--- src/hw/lstm_pkg.sv ---
// Function
// - On the large-ring module type the 1024-word link space is cut into 64-word blocks, each set per channel.
// - A block whose setting is blank is never transferred, so its link registers stay untouched.
// - In an attached block the copy direction is chosen per word from the send or receive flag the module reports.
// - In a bridge block, the receiving channel's word goes both to the link register and to the sending channel.
// - In a bridge block where both channels send, the link register is copied out to both channels.
// - In a bridge block where both channels receive, only the channel holding the bridge setting loads the link.
// - A block set on both channels keeps the first channel's setting and the second one's is ignored.
// - Each small-bus module exposes a scan memory of exactly 32 words.
// - Up to eight small-bus modules are served, numbered one to eight from the one nearest the CPU.
// - Attached small-bus channels get consecutive 32-word link slices, channel one at the lowest address.
// - On the small bus the direction of each word comes from that module's own network configuration.
package lstm_pkg;
    localparam int LSTM_LR_WORDS = 1024;
    localparam int LSTM_ADDR_W = 10;
    localparam int LSTM_DATA_W = 16;
    localparam int LSTM_BLOCK_WORDS = 64;
    localparam int LSTM_BLOCKS = 16;
    localparam int LSTM_BLK_LSB = 6;
    localparam int LSTM_RING_PORTS = 2;
    localparam int LSTM_BUS_WORDS = 32;
    localparam int LSTM_BUS_PORTS = 8;
    localparam int LSTM_FIFO_DEPTH = 32;
    // Assignment table layout: two bits per block, 32 bits per ring channel
    localparam int LSTM_ASG_W = 2;
    localparam int LSTM_ASG_PORT_STRIDE = 32;
    localparam int LSTM_ASG_TBL_W = 64;
    // Reset values, walk limits and the second ring channel index
    localparam logic [9:0] LSTM_WORD_RST = 10'h000;
    localparam logic [2:0] LSTM_PORT_RST = 3'h0;
    localparam logic [15:0] LSTM_DATA_RST = 16'h0000;
    localparam logic [9:0] LSTM_LAST_RING_WORD = 10'h3ff;
    localparam logic [4:0] LSTM_LAST_BUS_WORD = 5'h1f;
    localparam logic [2:0] LSTM_LAST_BUS_PORT = 3'h7;
    localparam logic [2:0] LSTM_RING_PORT_B = 3'h1;

    typedef enum logic [1:0] {
        LSTM_ASG_BLANK = 2'b00,
        LSTM_ASG_LINK = 2'b01,
        LSTM_ASG_GLOBAL = 2'b10
    } lstm_asg_t;

    typedef enum logic [3:0] {
        LSTM_ST_IDLE = 4'b0000,
        LSTM_ST_PICK = 4'b0001,
        LSTM_ST_RDA = 4'b0010,
        LSTM_ST_RDB = 4'b0011,
        LSTM_ST_DECIDE = 4'b0100,
        LSTM_ST_LRD = 4'b0101,
        LSTM_ST_WRA = 4'b0110,
        LSTM_ST_WRB = 4'b0111,
        LSTM_ST_PUSH = 4'b1000,
        LSTM_ST_ADV = 4'b1001,
        LSTM_ST_DRAIN = 4'b1010
    } lstm_state_t;
endpackage : lstm_pkg

--- src/hw/lstm_fifo_if.sv ---
`timescale 1ns/1ns
// Carrier between the sequencer and the link write buffer
interface lstm_fifo_if #(parameter int WIDTH = 26);
    logic in_valid;
    logic in_ready;
    logic [WIDTH-1:0] in_data;
    logic out_valid;
    logic out_ready;
    logic [WIDTH-1:0] out_data;
    modport user (output in_valid, output in_data, input in_ready, input out_valid, input out_data, output out_ready);
    modport store (input in_valid, input in_data, output in_ready, output out_valid, output out_data, input out_ready);
endinterface : lstm_fifo_if

--- src/hw/lstm_fifo.sv ---
`timescale 1ns/1ns
module lstm_fifo
#(
    parameter int WIDTH = 26,
    parameter int DEPTH = 32
)
(
    input wire logic clk_sys,
    input wire logic sys_rst,
    lstm_fifo_if.store f
);
    localparam int AW = (DEPTH > 1) ? $clog2(DEPTH) : 1;
    localparam logic [AW:0] FULL_CNT = (AW+1)'(DEPTH);
    localparam logic [AW-1:0] LAST_PTR = AW'(DEPTH - 1);

    logic [WIDTH-1:0] mem_ff [DEPTH];
    logic [AW-1:0] wr_ptr_ff;
    logic [AW-1:0] rd_ptr_ff;
    logic [AW:0] count_ff;
    logic push;
    logic pop;

    // Honest flags: full stalls the sequencer, empty holds the drain
    assign f.in_ready = (count_ff != FULL_CNT);
    assign f.out_valid = (count_ff != '0);
    assign f.out_data = mem_ff[rd_ptr_ff];
    assign push = f.in_valid && f.in_ready;
    assign pop = f.out_valid && f.out_ready;

    // Storage, written at the tail
    always_ff @(posedge clk_sys)
    begin
        if (push)
        begin
            mem_ff[wr_ptr_ff] <= f.in_data;
        end
    end

    // Pointers wrap explicitly so any depth works
    always_ff @(posedge clk_sys)
    begin
        if (sys_rst)
        begin
            wr_ptr_ff <= '0;
            rd_ptr_ff <= '0;
        end
        else
        begin
            if (push)
            begin
                wr_ptr_ff <= (wr_ptr_ff == LAST_PTR) ? '0 : wr_ptr_ff + AW'(1);
            end
            if (pop)
            begin
                rd_ptr_ff <= (rd_ptr_ff == LAST_PTR) ? '0 : rd_ptr_ff + AW'(1);
            end
        end
    end

    // Fill level
    always_ff @(posedge clk_sys)
    begin
        if (sys_rst)
        begin
            count_ff <= '0;
        end
        else if (push && !pop)
        begin
            count_ff <= count_ff + (AW+1)'(1);
        end
        else if (pop && !push)
        begin
            count_ff <= count_ff - (AW+1)'(1);
        end
    end
endmodule : lstm_fifo

--- src/hw/lstm_top.sv ---
`timescale 1ns/1ns
module lstm_top
    import lstm_pkg::*;
#(
    parameter int DATA_W = LSTM_DATA_W,
    parameter int FIFO_DEPTH = LSTM_FIFO_DEPTH
)
(
    input wire logic clk_sys,
    input wire logic sys_rst,
    input wire logic scan_start,
    input wire logic cfg_bus_mode,
    input wire logic [LSTM_ASG_TBL_W-1:0] cfg_ring_asg,
    input wire logic [LSTM_BUS_PORTS-1:0] cfg_bus_attached,
    output logic busy_ff,
    output logic done_ff,
    output logic sc_req_ff,
    output logic sc_we_ff,
    output logic [2:0] sc_network_port_index_ff,
    output logic [LSTM_ADDR_W-1:0] sc_addr_ff,
    output logic [DATA_W-1:0] sc_wdata_ff,
    input wire logic sc_ack,
    input wire logic [DATA_W-1:0] sc_rdata,
    input wire logic sc_send,
    output logic lr_rd_req_ff,
    output logic [LSTM_ADDR_W-1:0] lr_rd_addr_ff,
    input wire logic lr_rd_ack,
    input wire logic [DATA_W-1:0] lr_rd_data,
    output logic lw_valid_ff,
    output logic [LSTM_ADDR_W-1:0] lw_addr_ff,
    output logic [DATA_W-1:0] lw_data_ff,
    input wire logic lw_ready
);
    localparam int FW = LSTM_ADDR_W + DATA_W;

    lstm_state_t state_ff;
    logic [LSTM_ADDR_W-1:0] word_ff;
    logic [2:0] chan_ff;
    logic glob_ff;
    logic own_b_ff;
    logic [2:0] port_a_ff;
    logic send_a_ff;
    logic send_b_ff;
    logic [DATA_W-1:0] data_a_ff;
    logic [DATA_W-1:0] data_b_ff;
    logic [DATA_W-1:0] xfer_ff;
    logic need_lrd_ff;
    logic wr_a_ff;
    logic wr_b_ff;
    logic push_ff;
    lstm_asg_t set_1;
    lstm_asg_t set_2;
    lstm_asg_t eff;
    logic eff_own_b;
    logic [2:0] eff_port;
    logic [LSTM_ADDR_W-1:0] scan_addr;
    logic [LSTM_ADDR_W-1:0] link_addr;
    logic last_word;
    logic [DATA_W-1:0] lrd_word;

    lstm_fifo_if #(.WIDTH(FW)) wq ();

    // Setting of one ring channel for one block
    function automatic lstm_asg_t asg_of(input logic [LSTM_ASG_TBL_W-1:0] tbl, input int p, input logic [3:0] blk);
        int idx;
        idx = LSTM_ASG_PORT_STRIDE * p + LSTM_ASG_W * int'(blk);
        return lstm_asg_t'(tbl[idx +: LSTM_ASG_W]);
    endfunction : asg_of

    // Slice number of a small-bus channel: attached channels below it
    function automatic logic [2:0] slice_of(input logic [LSTM_BUS_PORTS-1:0] att, input logic [2:0] ch);
        logic [2:0] cnt;
        cnt = 3'h0;
        for (int i = 0; i < LSTM_BUS_PORTS; i++)
        begin
            if (i < int'(ch) && att[i])
            begin
                cnt = cnt + 3'h1;
            end
        end
        return cnt;
    endfunction : slice_of

    // Block decode for the ring; first channel's setting shadows the second
    always_comb
    begin
        set_1 = asg_of(cfg_ring_asg, 0, word_ff[LSTM_ADDR_W-1:LSTM_BLK_LSB]);
        set_2 = asg_of(cfg_ring_asg, 1, word_ff[LSTM_ADDR_W-1:LSTM_BLK_LSB]);
        if (cfg_bus_mode)
        begin
            eff = cfg_bus_attached[chan_ff] ? LSTM_ASG_LINK : LSTM_ASG_BLANK;
            eff_own_b = 1'b0;
            eff_port = chan_ff;
        end
        else if (set_1 != LSTM_ASG_BLANK)
        begin
            eff = set_1;
            eff_own_b = 1'b0;
            eff_port = LSTM_PORT_RST;
        end
        else
        begin
            eff = set_2;
            eff_own_b = 1'b1;
            eff_port = LSTM_RING_PORT_B;
        end
    end

    // Address mapping: scan word equals link index, bus slices are stacked
    assign scan_addr = cfg_bus_mode ? {5'h00, word_ff[4:0]} : word_ff;
    assign link_addr = cfg_bus_mode ? {2'b00, slice_of(cfg_bus_attached, chan_ff), word_ff[4:0]} : word_ff;
    assign last_word = cfg_bus_mode ? (chan_ff == LSTM_LAST_BUS_PORT && (word_ff[4:0] == LSTM_LAST_BUS_WORD
                                       || eff == LSTM_ASG_BLANK)) : (word_ff == LSTM_LAST_RING_WORD);
    assign lrd_word = need_lrd_ff ? lr_rd_data : xfer_ff;

    // Link writes queue in the buffer; a full buffer holds the sequencer in PUSH
    assign wq.in_valid = (state_ff == LSTM_ST_PUSH) && push_ff;
    assign wq.in_data = {link_addr, xfer_ff};
    assign wq.out_ready = !lw_valid_ff || lw_ready;

    lstm_fifo #(.WIDTH(FW), .DEPTH(FIFO_DEPTH)) u_wq (
        .clk_sys(clk_sys),
        .sys_rst(sys_rst),
        .f(wq.store)
    );

    // Word and channel walk; a blank small-bus channel is skipped whole
    always_ff @(posedge clk_sys)
    begin
        if (sys_rst || state_ff == LSTM_ST_IDLE)
        begin
            word_ff <= LSTM_WORD_RST;
            chan_ff <= LSTM_PORT_RST;
        end
        else if (state_ff == LSTM_ST_ADV && !last_word)
        begin
            if (cfg_bus_mode && (word_ff[4:0] == LSTM_LAST_BUS_WORD || eff == LSTM_ASG_BLANK))
            begin
                word_ff <= LSTM_WORD_RST;
                chan_ff <= chan_ff + 3'h1;
            end
            else
            begin
                word_ff <= word_ff + 10'h001;
            end
        end
    end

    // Sequencer with the scan and link read ports
    always_ff @(posedge clk_sys)
    begin
        if (sys_rst)
        begin
            state_ff <= LSTM_ST_IDLE;
            busy_ff <= 1'b0;
            done_ff <= 1'b0;
            sc_req_ff <= 1'b0;
            sc_we_ff <= 1'b0;
            sc_network_port_index_ff <= LSTM_PORT_RST;
            sc_addr_ff <= LSTM_WORD_RST;
            sc_wdata_ff <= LSTM_DATA_RST;
            lr_rd_req_ff <= 1'b0;
            lr_rd_addr_ff <= LSTM_WORD_RST;
            glob_ff <= 1'b0;
            own_b_ff <= 1'b0;
            port_a_ff <= LSTM_PORT_RST;
            send_a_ff <= 1'b0;
            send_b_ff <= 1'b0;
            data_a_ff <= LSTM_DATA_RST;
            data_b_ff <= LSTM_DATA_RST;
            xfer_ff <= LSTM_DATA_RST;
            need_lrd_ff <= 1'b0;
            wr_a_ff <= 1'b0;
            wr_b_ff <= 1'b0;
            push_ff <= 1'b0;
        end
        else
        begin
            done_ff <= 1'b0;
            case (state_ff)
                LSTM_ST_IDLE:
                begin
                    if (scan_start)
                    begin
                        busy_ff <= 1'b1;
                        state_ff <= LSTM_ST_PICK;
                    end
                end
                LSTM_ST_PICK:
                begin
                    if (eff == LSTM_ASG_BLANK)
                    begin
                        state_ff <= LSTM_ST_ADV;
                    end
                    else
                    begin
                        // A bridge block always reads channel one first, then two
                        glob_ff <= (eff == LSTM_ASG_GLOBAL);
                        own_b_ff <= eff_own_b;
                        port_a_ff <= (eff == LSTM_ASG_GLOBAL) ? LSTM_PORT_RST : eff_port;
                        sc_network_port_index_ff <= (eff == LSTM_ASG_GLOBAL) ? LSTM_PORT_RST : eff_port;
                        sc_addr_ff <= scan_addr;
                        sc_we_ff <= 1'b0;
                        sc_req_ff <= 1'b1;
                        state_ff <= LSTM_ST_RDA;
                    end
                end
                LSTM_ST_RDA:
                begin
                    if (sc_ack)
                    begin
                        data_a_ff <= sc_rdata;
                        send_a_ff <= sc_send;
                        // A bridge keeps the request up and turns to channel two
                        sc_network_port_index_ff <= LSTM_RING_PORT_B;
                        sc_req_ff <= glob_ff;
                        state_ff <= glob_ff ? LSTM_ST_RDB : LSTM_ST_DECIDE;
                    end
                end
                LSTM_ST_RDB:
                begin
                    if (sc_ack)
                    begin
                        sc_req_ff <= 1'b0;
                        data_b_ff <= sc_rdata;
                        send_b_ff <= sc_send;
                        state_ff <= LSTM_ST_DECIDE;
                    end
                end
                LSTM_ST_DECIDE:
                begin
                    state_ff <= LSTM_ST_LRD;
                    lr_rd_addr_ff <= link_addr;
                    if (!glob_ff)
                    begin
                        // Attached block: send copies link out, receive copies link in
                        need_lrd_ff <= send_a_ff;
                        lr_rd_req_ff <= send_a_ff;
                        wr_a_ff <= send_a_ff;
                        wr_b_ff <= 1'b0;
                        push_ff <= !send_a_ff;
                        xfer_ff <= data_a_ff;
                    end
                    else
                    begin
                        need_lrd_ff <= send_a_ff && send_b_ff;
                        lr_rd_req_ff <= send_a_ff && send_b_ff;
                        wr_a_ff <= send_a_ff;
                        wr_b_ff <= send_b_ff;
                        push_ff <= !(send_a_ff && send_b_ff);
                        xfer_ff <= (send_a_ff || (!send_b_ff && own_b_ff)) ? data_b_ff : data_a_ff;
                    end
                end
                LSTM_ST_LRD:
                begin
                    if (!need_lrd_ff || lr_rd_ack)
                    begin
                        lr_rd_req_ff <= 1'b0;
                        xfer_ff <= lrd_word;
                        sc_wdata_ff <= lrd_word;
                        sc_network_port_index_ff <= port_a_ff;
                        sc_we_ff <= 1'b1;
                        sc_req_ff <= wr_a_ff;
                        state_ff <= LSTM_ST_WRA;
                    end
                end
                LSTM_ST_WRA:
                begin
                    if (!wr_a_ff || sc_ack)
                    begin
                        sc_network_port_index_ff <= LSTM_RING_PORT_B;
                        sc_req_ff <= wr_b_ff;
                        state_ff <= LSTM_ST_WRB;
                    end
                end
                LSTM_ST_WRB:
                begin
                    if (!wr_b_ff || sc_ack)
                    begin
                        sc_req_ff <= 1'b0;
                        sc_we_ff <= 1'b0;
                        state_ff <= LSTM_ST_PUSH;
                    end
                end
                LSTM_ST_PUSH:
                begin
                    if (!push_ff || wq.in_ready)
                    begin
                        state_ff <= LSTM_ST_ADV;
                    end
                end
                LSTM_ST_ADV:
                begin
                    state_ff <= last_word ? LSTM_ST_DRAIN : LSTM_ST_PICK;
                end
                LSTM_ST_DRAIN:
                begin
                    // Done only once every link write has left the buffer
                    if (!wq.out_valid && !lw_valid_ff)
                    begin
                        busy_ff <= 1'b0;
                        done_ff <= 1'b1;
                        state_ff <= LSTM_ST_IDLE;
                    end
                end
                default:
                begin
                    state_ff <= LSTM_ST_IDLE;
                end
            endcase
        end
    end

    // Link write port, reloaded from the buffer head
    always_ff @(posedge clk_sys)
    begin
        if (sys_rst)
        begin
            lw_valid_ff <= 1'b0;
            lw_addr_ff <= LSTM_WORD_RST;
            lw_data_ff <= LSTM_DATA_RST;
        end
        else if (wq.out_valid && wq.out_ready)
        begin
            lw_valid_ff <= 1'b1;
            lw_addr_ff <= wq.out_data[FW-1:DATA_W];
            lw_data_ff <= wq.out_data[DATA_W-1:0];
        end
        else if (lw_ready)
        begin
            lw_valid_ff <= 1'b0;
        end
    end
endmodule : lstm_top

--- config.mk ---
export PLATFORM = sky130hd
export DESIGN_NAME = lstm_top
export DESIGN_NICKNAME = d
export VERILOG_FILES = /design/src/hw/lstm_pkg.sv /design/src/hw/lstm_fifo_if.sv /design/src/hw/lstm_fifo.sv /design/src/hw/lstm_top.sv
export SDC_FILE = /design/constraint.sdc
export NUM_CORES = 1
export LEC_CHECK = 0
export BUFFER_PORTS_ARGS = -buffer_cell sky130_fd_sc_hd__buf_4
export CORE_MARGIN = 1
export CORE_UTILIZATION = 60
export CTS_CLUSTER_SIZE = 40
export DETAILED_ROUTE_END_ITERATION = 8
export PLACE_DENSITY = 0.78
export SLEW_MARGIN = 30
export SYNTH_ARGS = -nofsm -noshare
export SYNTH_HDL_FRONTEND = slang
export SYNTH_SLANG_ARGS = --single-unit
--- constraint.sdc ---
create_clock -name clk_sys -period 11.47 [get_ports clk_sys]
set_clock_uncertainty 0.15 [all_clocks]
set_input_delay 1.147 -clock clk_sys [delete_from_list [all_inputs] [get_ports clk_sys]]
set_output_delay 1.147 -clock clk_sys [all_outputs]
set_load 0.01 [all_outputs]
Word level (Yosys, flattened, before mapping)
Memory sizes are Yosys's and may differ from the RTL's. A register that Yosys moved wholly into a read port is not among the register bits. Cells that the tools add are included.

Mux-type cells: 70. Shift operators: 2. Bitwise gates (word level): 2. Reductions and logical operators: 61. Add/sub/neg operators: 13. Eq/ne operators: 26. $lt $le $gt $ge: 8.

Operators with widths (number): $mux W16 (4); $shiftx A64 B6 Y2 (1); $shiftx A64 B8 Y2 (1); $pmux W4 S11 (1); $mux W4 (10); $mux W3 (13); $pmux W16 S2 (1); $mux W10 (3); $mux W1 (26); $add A3 B1 Y3 const B (7); $logic_and A1 B1 Y1 (18); $eq A4 B3 Y1 const B (4); $ne A2 B2 Y1 const B (8); $eq A5 B5 Y1 const B (3); $eq A4 B4 Y1 const B (3); $logic_not A1 Y1 (12); $mux W6 (2); $pmux W3 S4 (1); $reduce_and A2 Y1 (6); $reduce_bool A6 Y1 (2); $add A10 B1 Y10 const B (1); $add A5 B1 Y5 const B (2); $eq A10 B10 Y1 const B (1); $mux W5 (2); other kinds (31) (50).

Input bits: 112. Bits in writable memories: 832. Logic and storage cells: 211. Flip-flop bits (word level): 137. Memories: 1. Output and inout bits: 71.

Memory list: u_wq.mem_ff (depth 32, bits a word 26, rd ports 1, clocked after memory_dff 1, wr ports 1, line lstm_fifo.sv:16) `logic [WIDTH-1:0] mem_ff [DEPTH];`.

Logic depth before layout (Yosys ltp)
Depth in word-level cells: 16. Depth in mapped cells: 22. Mapped depth without buffers: 21.

Cells and area by module
Synthesis repeated with hierarchy kept, for this count alone.

Cell total of the unflattened synthesis: 2586. Area total of the unflattened synthesis: 40326.2 µm².

Modules (own cells, without submodules): lstm_fifo (cells an instance 1647, area each 32832.7 µm², instances 1, sequential area each 25404.4 µm²); lstm_top (cells an instance 939, area each 7493.4 µm², instances 1, sequential area each 2942.8 µm²).

Worst setup path after synthesis
OpenSTA, ideal clock, no wires.

Kind: input-to-reg. Start point: in cfg_bus_attached[0]. End point: mem u_wq.mem_ff[0][23], data pin. Arrival time: 4996 ps. Slack: 5947 ps. Data required time: 10943 ps. Setup time: 377 ps. Path buffers: 0. Stages: 20. Cell sequence: o31a_1 inv_1 ha_1 or3_1 nand2_1 ha_1 nand3_1 nor2_1 a211oi_1 o2111a_1 nor2_1 ha_1 nand2_1 o31ai_1 ha_1 nand2_1 xor2_1 xnor2_1 xnor2_1 a21oi_1.

Longest elaborated chain between the ends: 15.

Ends and longest elaborated chain: from (decl) (line lstm_top.sv:14) `input wire logic [LSTM_BUS_PORTS-1:0] cfg_bus_attached,`; $logic_and A1 B1 Y1 (*) (line lstm_top.sv:76) `if (i < int'(ch) && att[i])`; $mux W1 (*) (line lstm_top.sv:76); $add A3 B1 Y3 (line lstm_top.sv:78) `cnt = cnt + 3'h1;`; $mux W3 (*) (line lstm_top.sv:76); $add A3 B1 Y3 (line lstm_top.sv:78); $mux W3 (*) (line lstm_top.sv:76); $add A3 B1 Y3 (line lstm_top.sv:78); $mux W3 (*) (line lstm_top.sv:76); $add A3 B1 Y3 (line lstm_top.sv:78); $mux W3 (*) (line lstm_top.sv:76); $add A3 B1 Y3 (line lstm_top.sv:78); $mux W3 (*) (line lstm_top.sv:76); $add A3 B1 Y3 (line lstm_top.sv:78); $mux W3 (*) (line lstm_top.sv:76); $mux W10 (*) (line lstm_top.sv:111) `assign link_addr = cfg_bus_mode ? {2'b00, slice_of(cfg_bus_attached, chan_ff), word_ff[4:0]} : word_ff;`; via link_addr[7] (line lstm_top.sv:57) `logic [LSTM_ADDR_W-1:0] link_addr;`; to (decl) (line lstm_fifo.sv:16).

The timed path passes the listed nets; every way through them passes the cells marked *.

Worst setup path after layout
Start point: reg chan_ff[2]. End point: mem u_wq.mem_ff[14][23], data pin.

Longest elaborated chain between the ends: 16. Elaborated cells between the ends (all ways): 28. Those cells by class: 6 x add/sub; 7 x order compare; 8 x mux; 7 x reduce/logical.

Ends and longest elaborated chain: from (decl) (line lstm_top.sv:38) `logic [2:0] chan_ff;`; from (signal assigned) (line lstm_top.sv:140) `chan_ff <= chan_ff + 3'h1;`; $lt A1 B3 Y1 (line lstm_top.sv:76); $logic_and A1 B1 Y1 (line lstm_top.sv:76); $mux W1 (line lstm_top.sv:76); $add A3 B1 Y3 (line lstm_top.sv:78); $mux W3 (line lstm_top.sv:76); $add A3 B1 Y3 (line lstm_top.sv:78); $mux W3 (line lstm_top.sv:76); $add A3 B1 Y3 (line lstm_top.sv:78); $mux W3 (line lstm_top.sv:76); $add A3 B1 Y3 (line lstm_top.sv:78); $mux W3 (line lstm_top.sv:76); $add A3 B1 Y3 (line lstm_top.sv:78); $mux W3 (line lstm_top.sv:76); $add A3 B1 Y3 (line lstm_top.sv:78); $mux W3 (*) (line lstm_top.sv:76); $mux W10 (*) (line lstm_top.sv:111); via link_addr[7] (line lstm_top.sv:57).

Marked as above.

==> results.txt <==
Period minus WS final - 5.12 ns
WL final - 103000 um
Setup TNS - 0 ns
Hold path depth - 2
CTS clock-pin slew for the worst setup and hold paths - 0.06 ns
Initial Utilization - 0.605
Via count - 22634
Max FO, Critical Path - 32
Syn avg cell area - 17.9 um^2
Grt total ovfl - 0
Most common cell in the netlist - edfxtp_1
PortBufs - 182
Hold worst-path end - lr_rd_addr_ff[4]
WS Path Type - reg -> reg
Clk_lat worst skew - 0.65 ns
Die area - 67400 um^2
Area delta synth->final - 14.9%
# diodes - 0
Worst path buffer plus inverter count - 0
Top Family by Delay on Critical Path - compound AO/OA/AOI/OAI gates
Die H - 260 um
Leading area contributor after synthesis - edfxtp_1
Final instance area - 45700 um^2
Reg-to-reg critical path endpoint - u_wq.mem_ff[14][23]
Max Slew Vio Count - 0
Startpoint types - register
Post-layout util - 0.696
Met3 Wirelength - 9670 um
Yosys warning count - 0
Critical Path Max Stage Delay - 0.68 ns
Cell row count - 94
Placed instance area - 42500 um^2
Primary FF master, synth - edfxtp_1
Mapped Cells - 2229
Met2 wire len - 52500 um
Routed wire per std cell - 30.5 um
Least-Margin Pin Slew - 1.04 ns
CTS tree - yes
F_max - 195 MHz
Resized Gates After CTS - 0
Core area - 65700 um^2
Synth cell types - 67
R2R cell count - 19
# H-tree levels - 3
Post-Syn Area - 39800 um^2
Critical-path cell with the highest stage delay - dfxtp_1
Post-synth top cells - 832 x edfxtp_1, 277 x mux4_2, 174 x nor2_1
Setup slack, reg-to-reg - 6.35 ns
Clk root buf - clkbuf_16
Sequential fraction of the synthesis area - 0.710
Crit. End Element - register
Final Setup Violations - 0
CP dominant cell by count - ha_1
Seq pwr share - 0.459
Clock Power Share - 0.335
Largest net degree at the start of global routing - 74
Maximum vdd drop - 0.000114 V
Post-route ant nets - 0
P_int - 0.00696 W
Setup WS pre-CTS - 5.62 ns
Setup bufs post-CTS - 0
Vias/cell - 6.69
Nets - 2576
Number of global-route vias before repair - 22427
Num CTS Buffers - 95
Final Wtd Congestion - 0.879
P_leak - 15.0 nW
Drt pass-1 iters - 6
Status - finished clean
Largest buffer count on any clock path - 3
# Max-Cap Violations - 0
Wire length of the first global-routing pass - 149000 um
Pwr dens - 208 nW/um^2
Crit-path cells - o21ai_0, ha_1, or3_1, nand2_1, ha_1, nand3_1, nor2_1, a211oi_1, o2111a_1, nor2_1, ha_1, nand2_1, o31ai_1, ha_1, nand2_1, xor2_1, xnor2_1, xnor2_1, a21oi_4
Number of flops mapped to enable cells by yosys - 832
Period utilisation layout - 0.446
DR top layer - met4
# hold bufs at CTS - 0
Required time of the worst setup path - 11.67 ns
M1 WL - 37800 um
Crit path arrival time - 5.32 ns
DRC - 0
Area fraction of the dominant cell type after synthesis - 0.628
Antenna violations before repair - 1
Syn Nets - 2363
Final WS setup - 6.35 ns
GRT Resource Usage Total - 0.309
Yosys reg bits - 995
I/O pin cnt - 183
Share of cells above drive strength 1 - 0.289
Die width - 260 um
Comb pwr share - 0.207
Sw frac - 0.270
HPWL after DPL - 57700 um
P_sw - 0.00258 W
Worst R2R Start - chan_ff[2]
Async set-reset flop share out of synthesis - 0
Worst hold start - lr_rd_addr_ff[4]
Normalized max-slew margin - 0.299
Num Clock Sinks - 995
1st-iter DRT viols - 2898
Min-delay worst type - reg -> reg
Hold Fails Final Rpt - 0
Ranking of synthesized cells by area - edfxtp_1 63%, mux4_2 16%, dfxtp_1 8.2%
RSZ-0062 raised after global routing - false
-- kinds of logic (layout without fill, tap and decap cells) --
group,count (synthesis),in the layout,share of synthesized area
flip-flops,995,995,0.710
AO/OA/AOI/OAI,212,212,0.0331
adder cells (fa/ha/maj),22,22,0.00710
buffers and inverters,153,442,0.0157
multiplexers,350,350,0.175
AND/OR/NAND/NOR,477,477,0.0541
XOR/XNOR,20,20,0.00512
-- worst max-delay path by stage --
stage                         from             endpoint  slack [ns]  cells after the start
6_report                chan_ff[2]  u_wq.mem_ff[14][23]        6.35                     19
5_1_grt                 chan_ff[2]  u_wq.mem_ff[13][23]        6.08                     19
4_1_cts                 chan_ff[2]  u_wq.mem_ff[13][23]        6.11                     19
3_5_place_dp   cfg_bus_attached[0]  u_wq.mem_ff[16][23]        5.62                     21
3_3_place_gp   cfg_bus_attached[0]  u_wq.mem_ff[16][23]        5.78                     21
2_1_floorplan  cfg_bus_attached[0]   u_wq.mem_ff[0][23]        5.95                     20
-- layer usage --
| metal | vias up | global-route usage |
|---|---|---|
| met4 | 0 | 0.109 |
| met3 | 207 | 0.0527 |
| met5 | - | 0 |
| met1 | 11618 | 0.414 |
| li1 | 9315 | - |
| met2 | 1494 | 0.516 |
-- state kept, by name (all words and copies together) (netlist names), 3 cells and up --
name,count
lr_rd_addr_ff,10
xfer_ff,16
lw_addr_ff,10
chan_ff,3
state_ff,4
data_b_ff,16
data_a_ff,16
sc_network_port_index_ff,3
port_a_ff,3
u_wq.wr_ptr_ff,5
u_wq.count_ff,6
sc_addr_ff,10
sc_wdata_ff,16
word_ff,10
u_wq.mem_ff,832
u_wq.rd_ptr_ff,5
lw_data_ff,16
-- worst min-delay path, cell delays in order, from the launching register on --
cell and delay, ns:
dfxtp_1 0.31, nand2_1 0.05, a21oi_1 0.05
-- placed cells by master (no fill, tap or decap), types with 4 or more instances in the layout --
master / n
clkbuf_1: 13
ha_1: 21
nor2_2: 6
xor2_1: 10
edfxtp_1: 832
nor3_1: 25
o21ai_0: 19
buf_4: 243
nor2b_1: 5
clkinv_1: 26
nand3b_1: 27
clkbuf_16: 98
a21oi_1: 95
nor3b_1: 4
a21o_1: 4
mux4_2: 277
bufinv_16: 12
inv_1: 17
nand2b_1: 16
and2_1: 5
clkbuf_8: 4
nor2_4: 32
a31oi_1: 6
xnor2_1: 8
or3_1: 8
clkinv_2: 13
nand3_1: 27
and3_1: 11
nand2_1: 157
dfxtp_1: 145
a211oi_1: 49
mux2i_1: 71
nor2_1: 136
dfxtp_2: 15
-- power by group through the flow --
| stage | registers, W | logic, W | clock network (W) |
|---|---|---|---|
| after floorplan | 0.00434 | 0.00144 | 0 |
| after global placement | 0.00446 | 0.00185 | 0 |
| after detailed placement | 0.00444 | 0.00193 | 0 |
| after CTS | 0.00437 | 0.00197 | 0.00321 |
| after global routing | 0.00439 | 0.00210 | 0.00334 |
| final | 0.00438 | 0.00197 | 0.00319 |
-- layout make-up --
cell class | instances | area [um^2]
tap | 864 | 1080
inverter | 19 | 71.3
sequential | 995 | 28300
clock inverter | 58 | 602
multi-input combinational | 1081 | 11200
timing repair buffer | 250 | 1950
fill | 3922 | 20000
clock buffer | 115 | 2560
-- through the flow --
step | hold WS, ns | power, W | cells
after detailed placement | 0.297 | 0.00638 | 3207
after global routing | 0.325 | 0.00984 | 3382
after global placement | 0.292 | 0.00630 | 3205
after floorplan | 0.287 | 0.00578 | 2229
after CTS | 0.306 | 0.00955 | 3380
final | 0.306 | 0.00954 | 3382
Power figures use the tool's default switching activity.
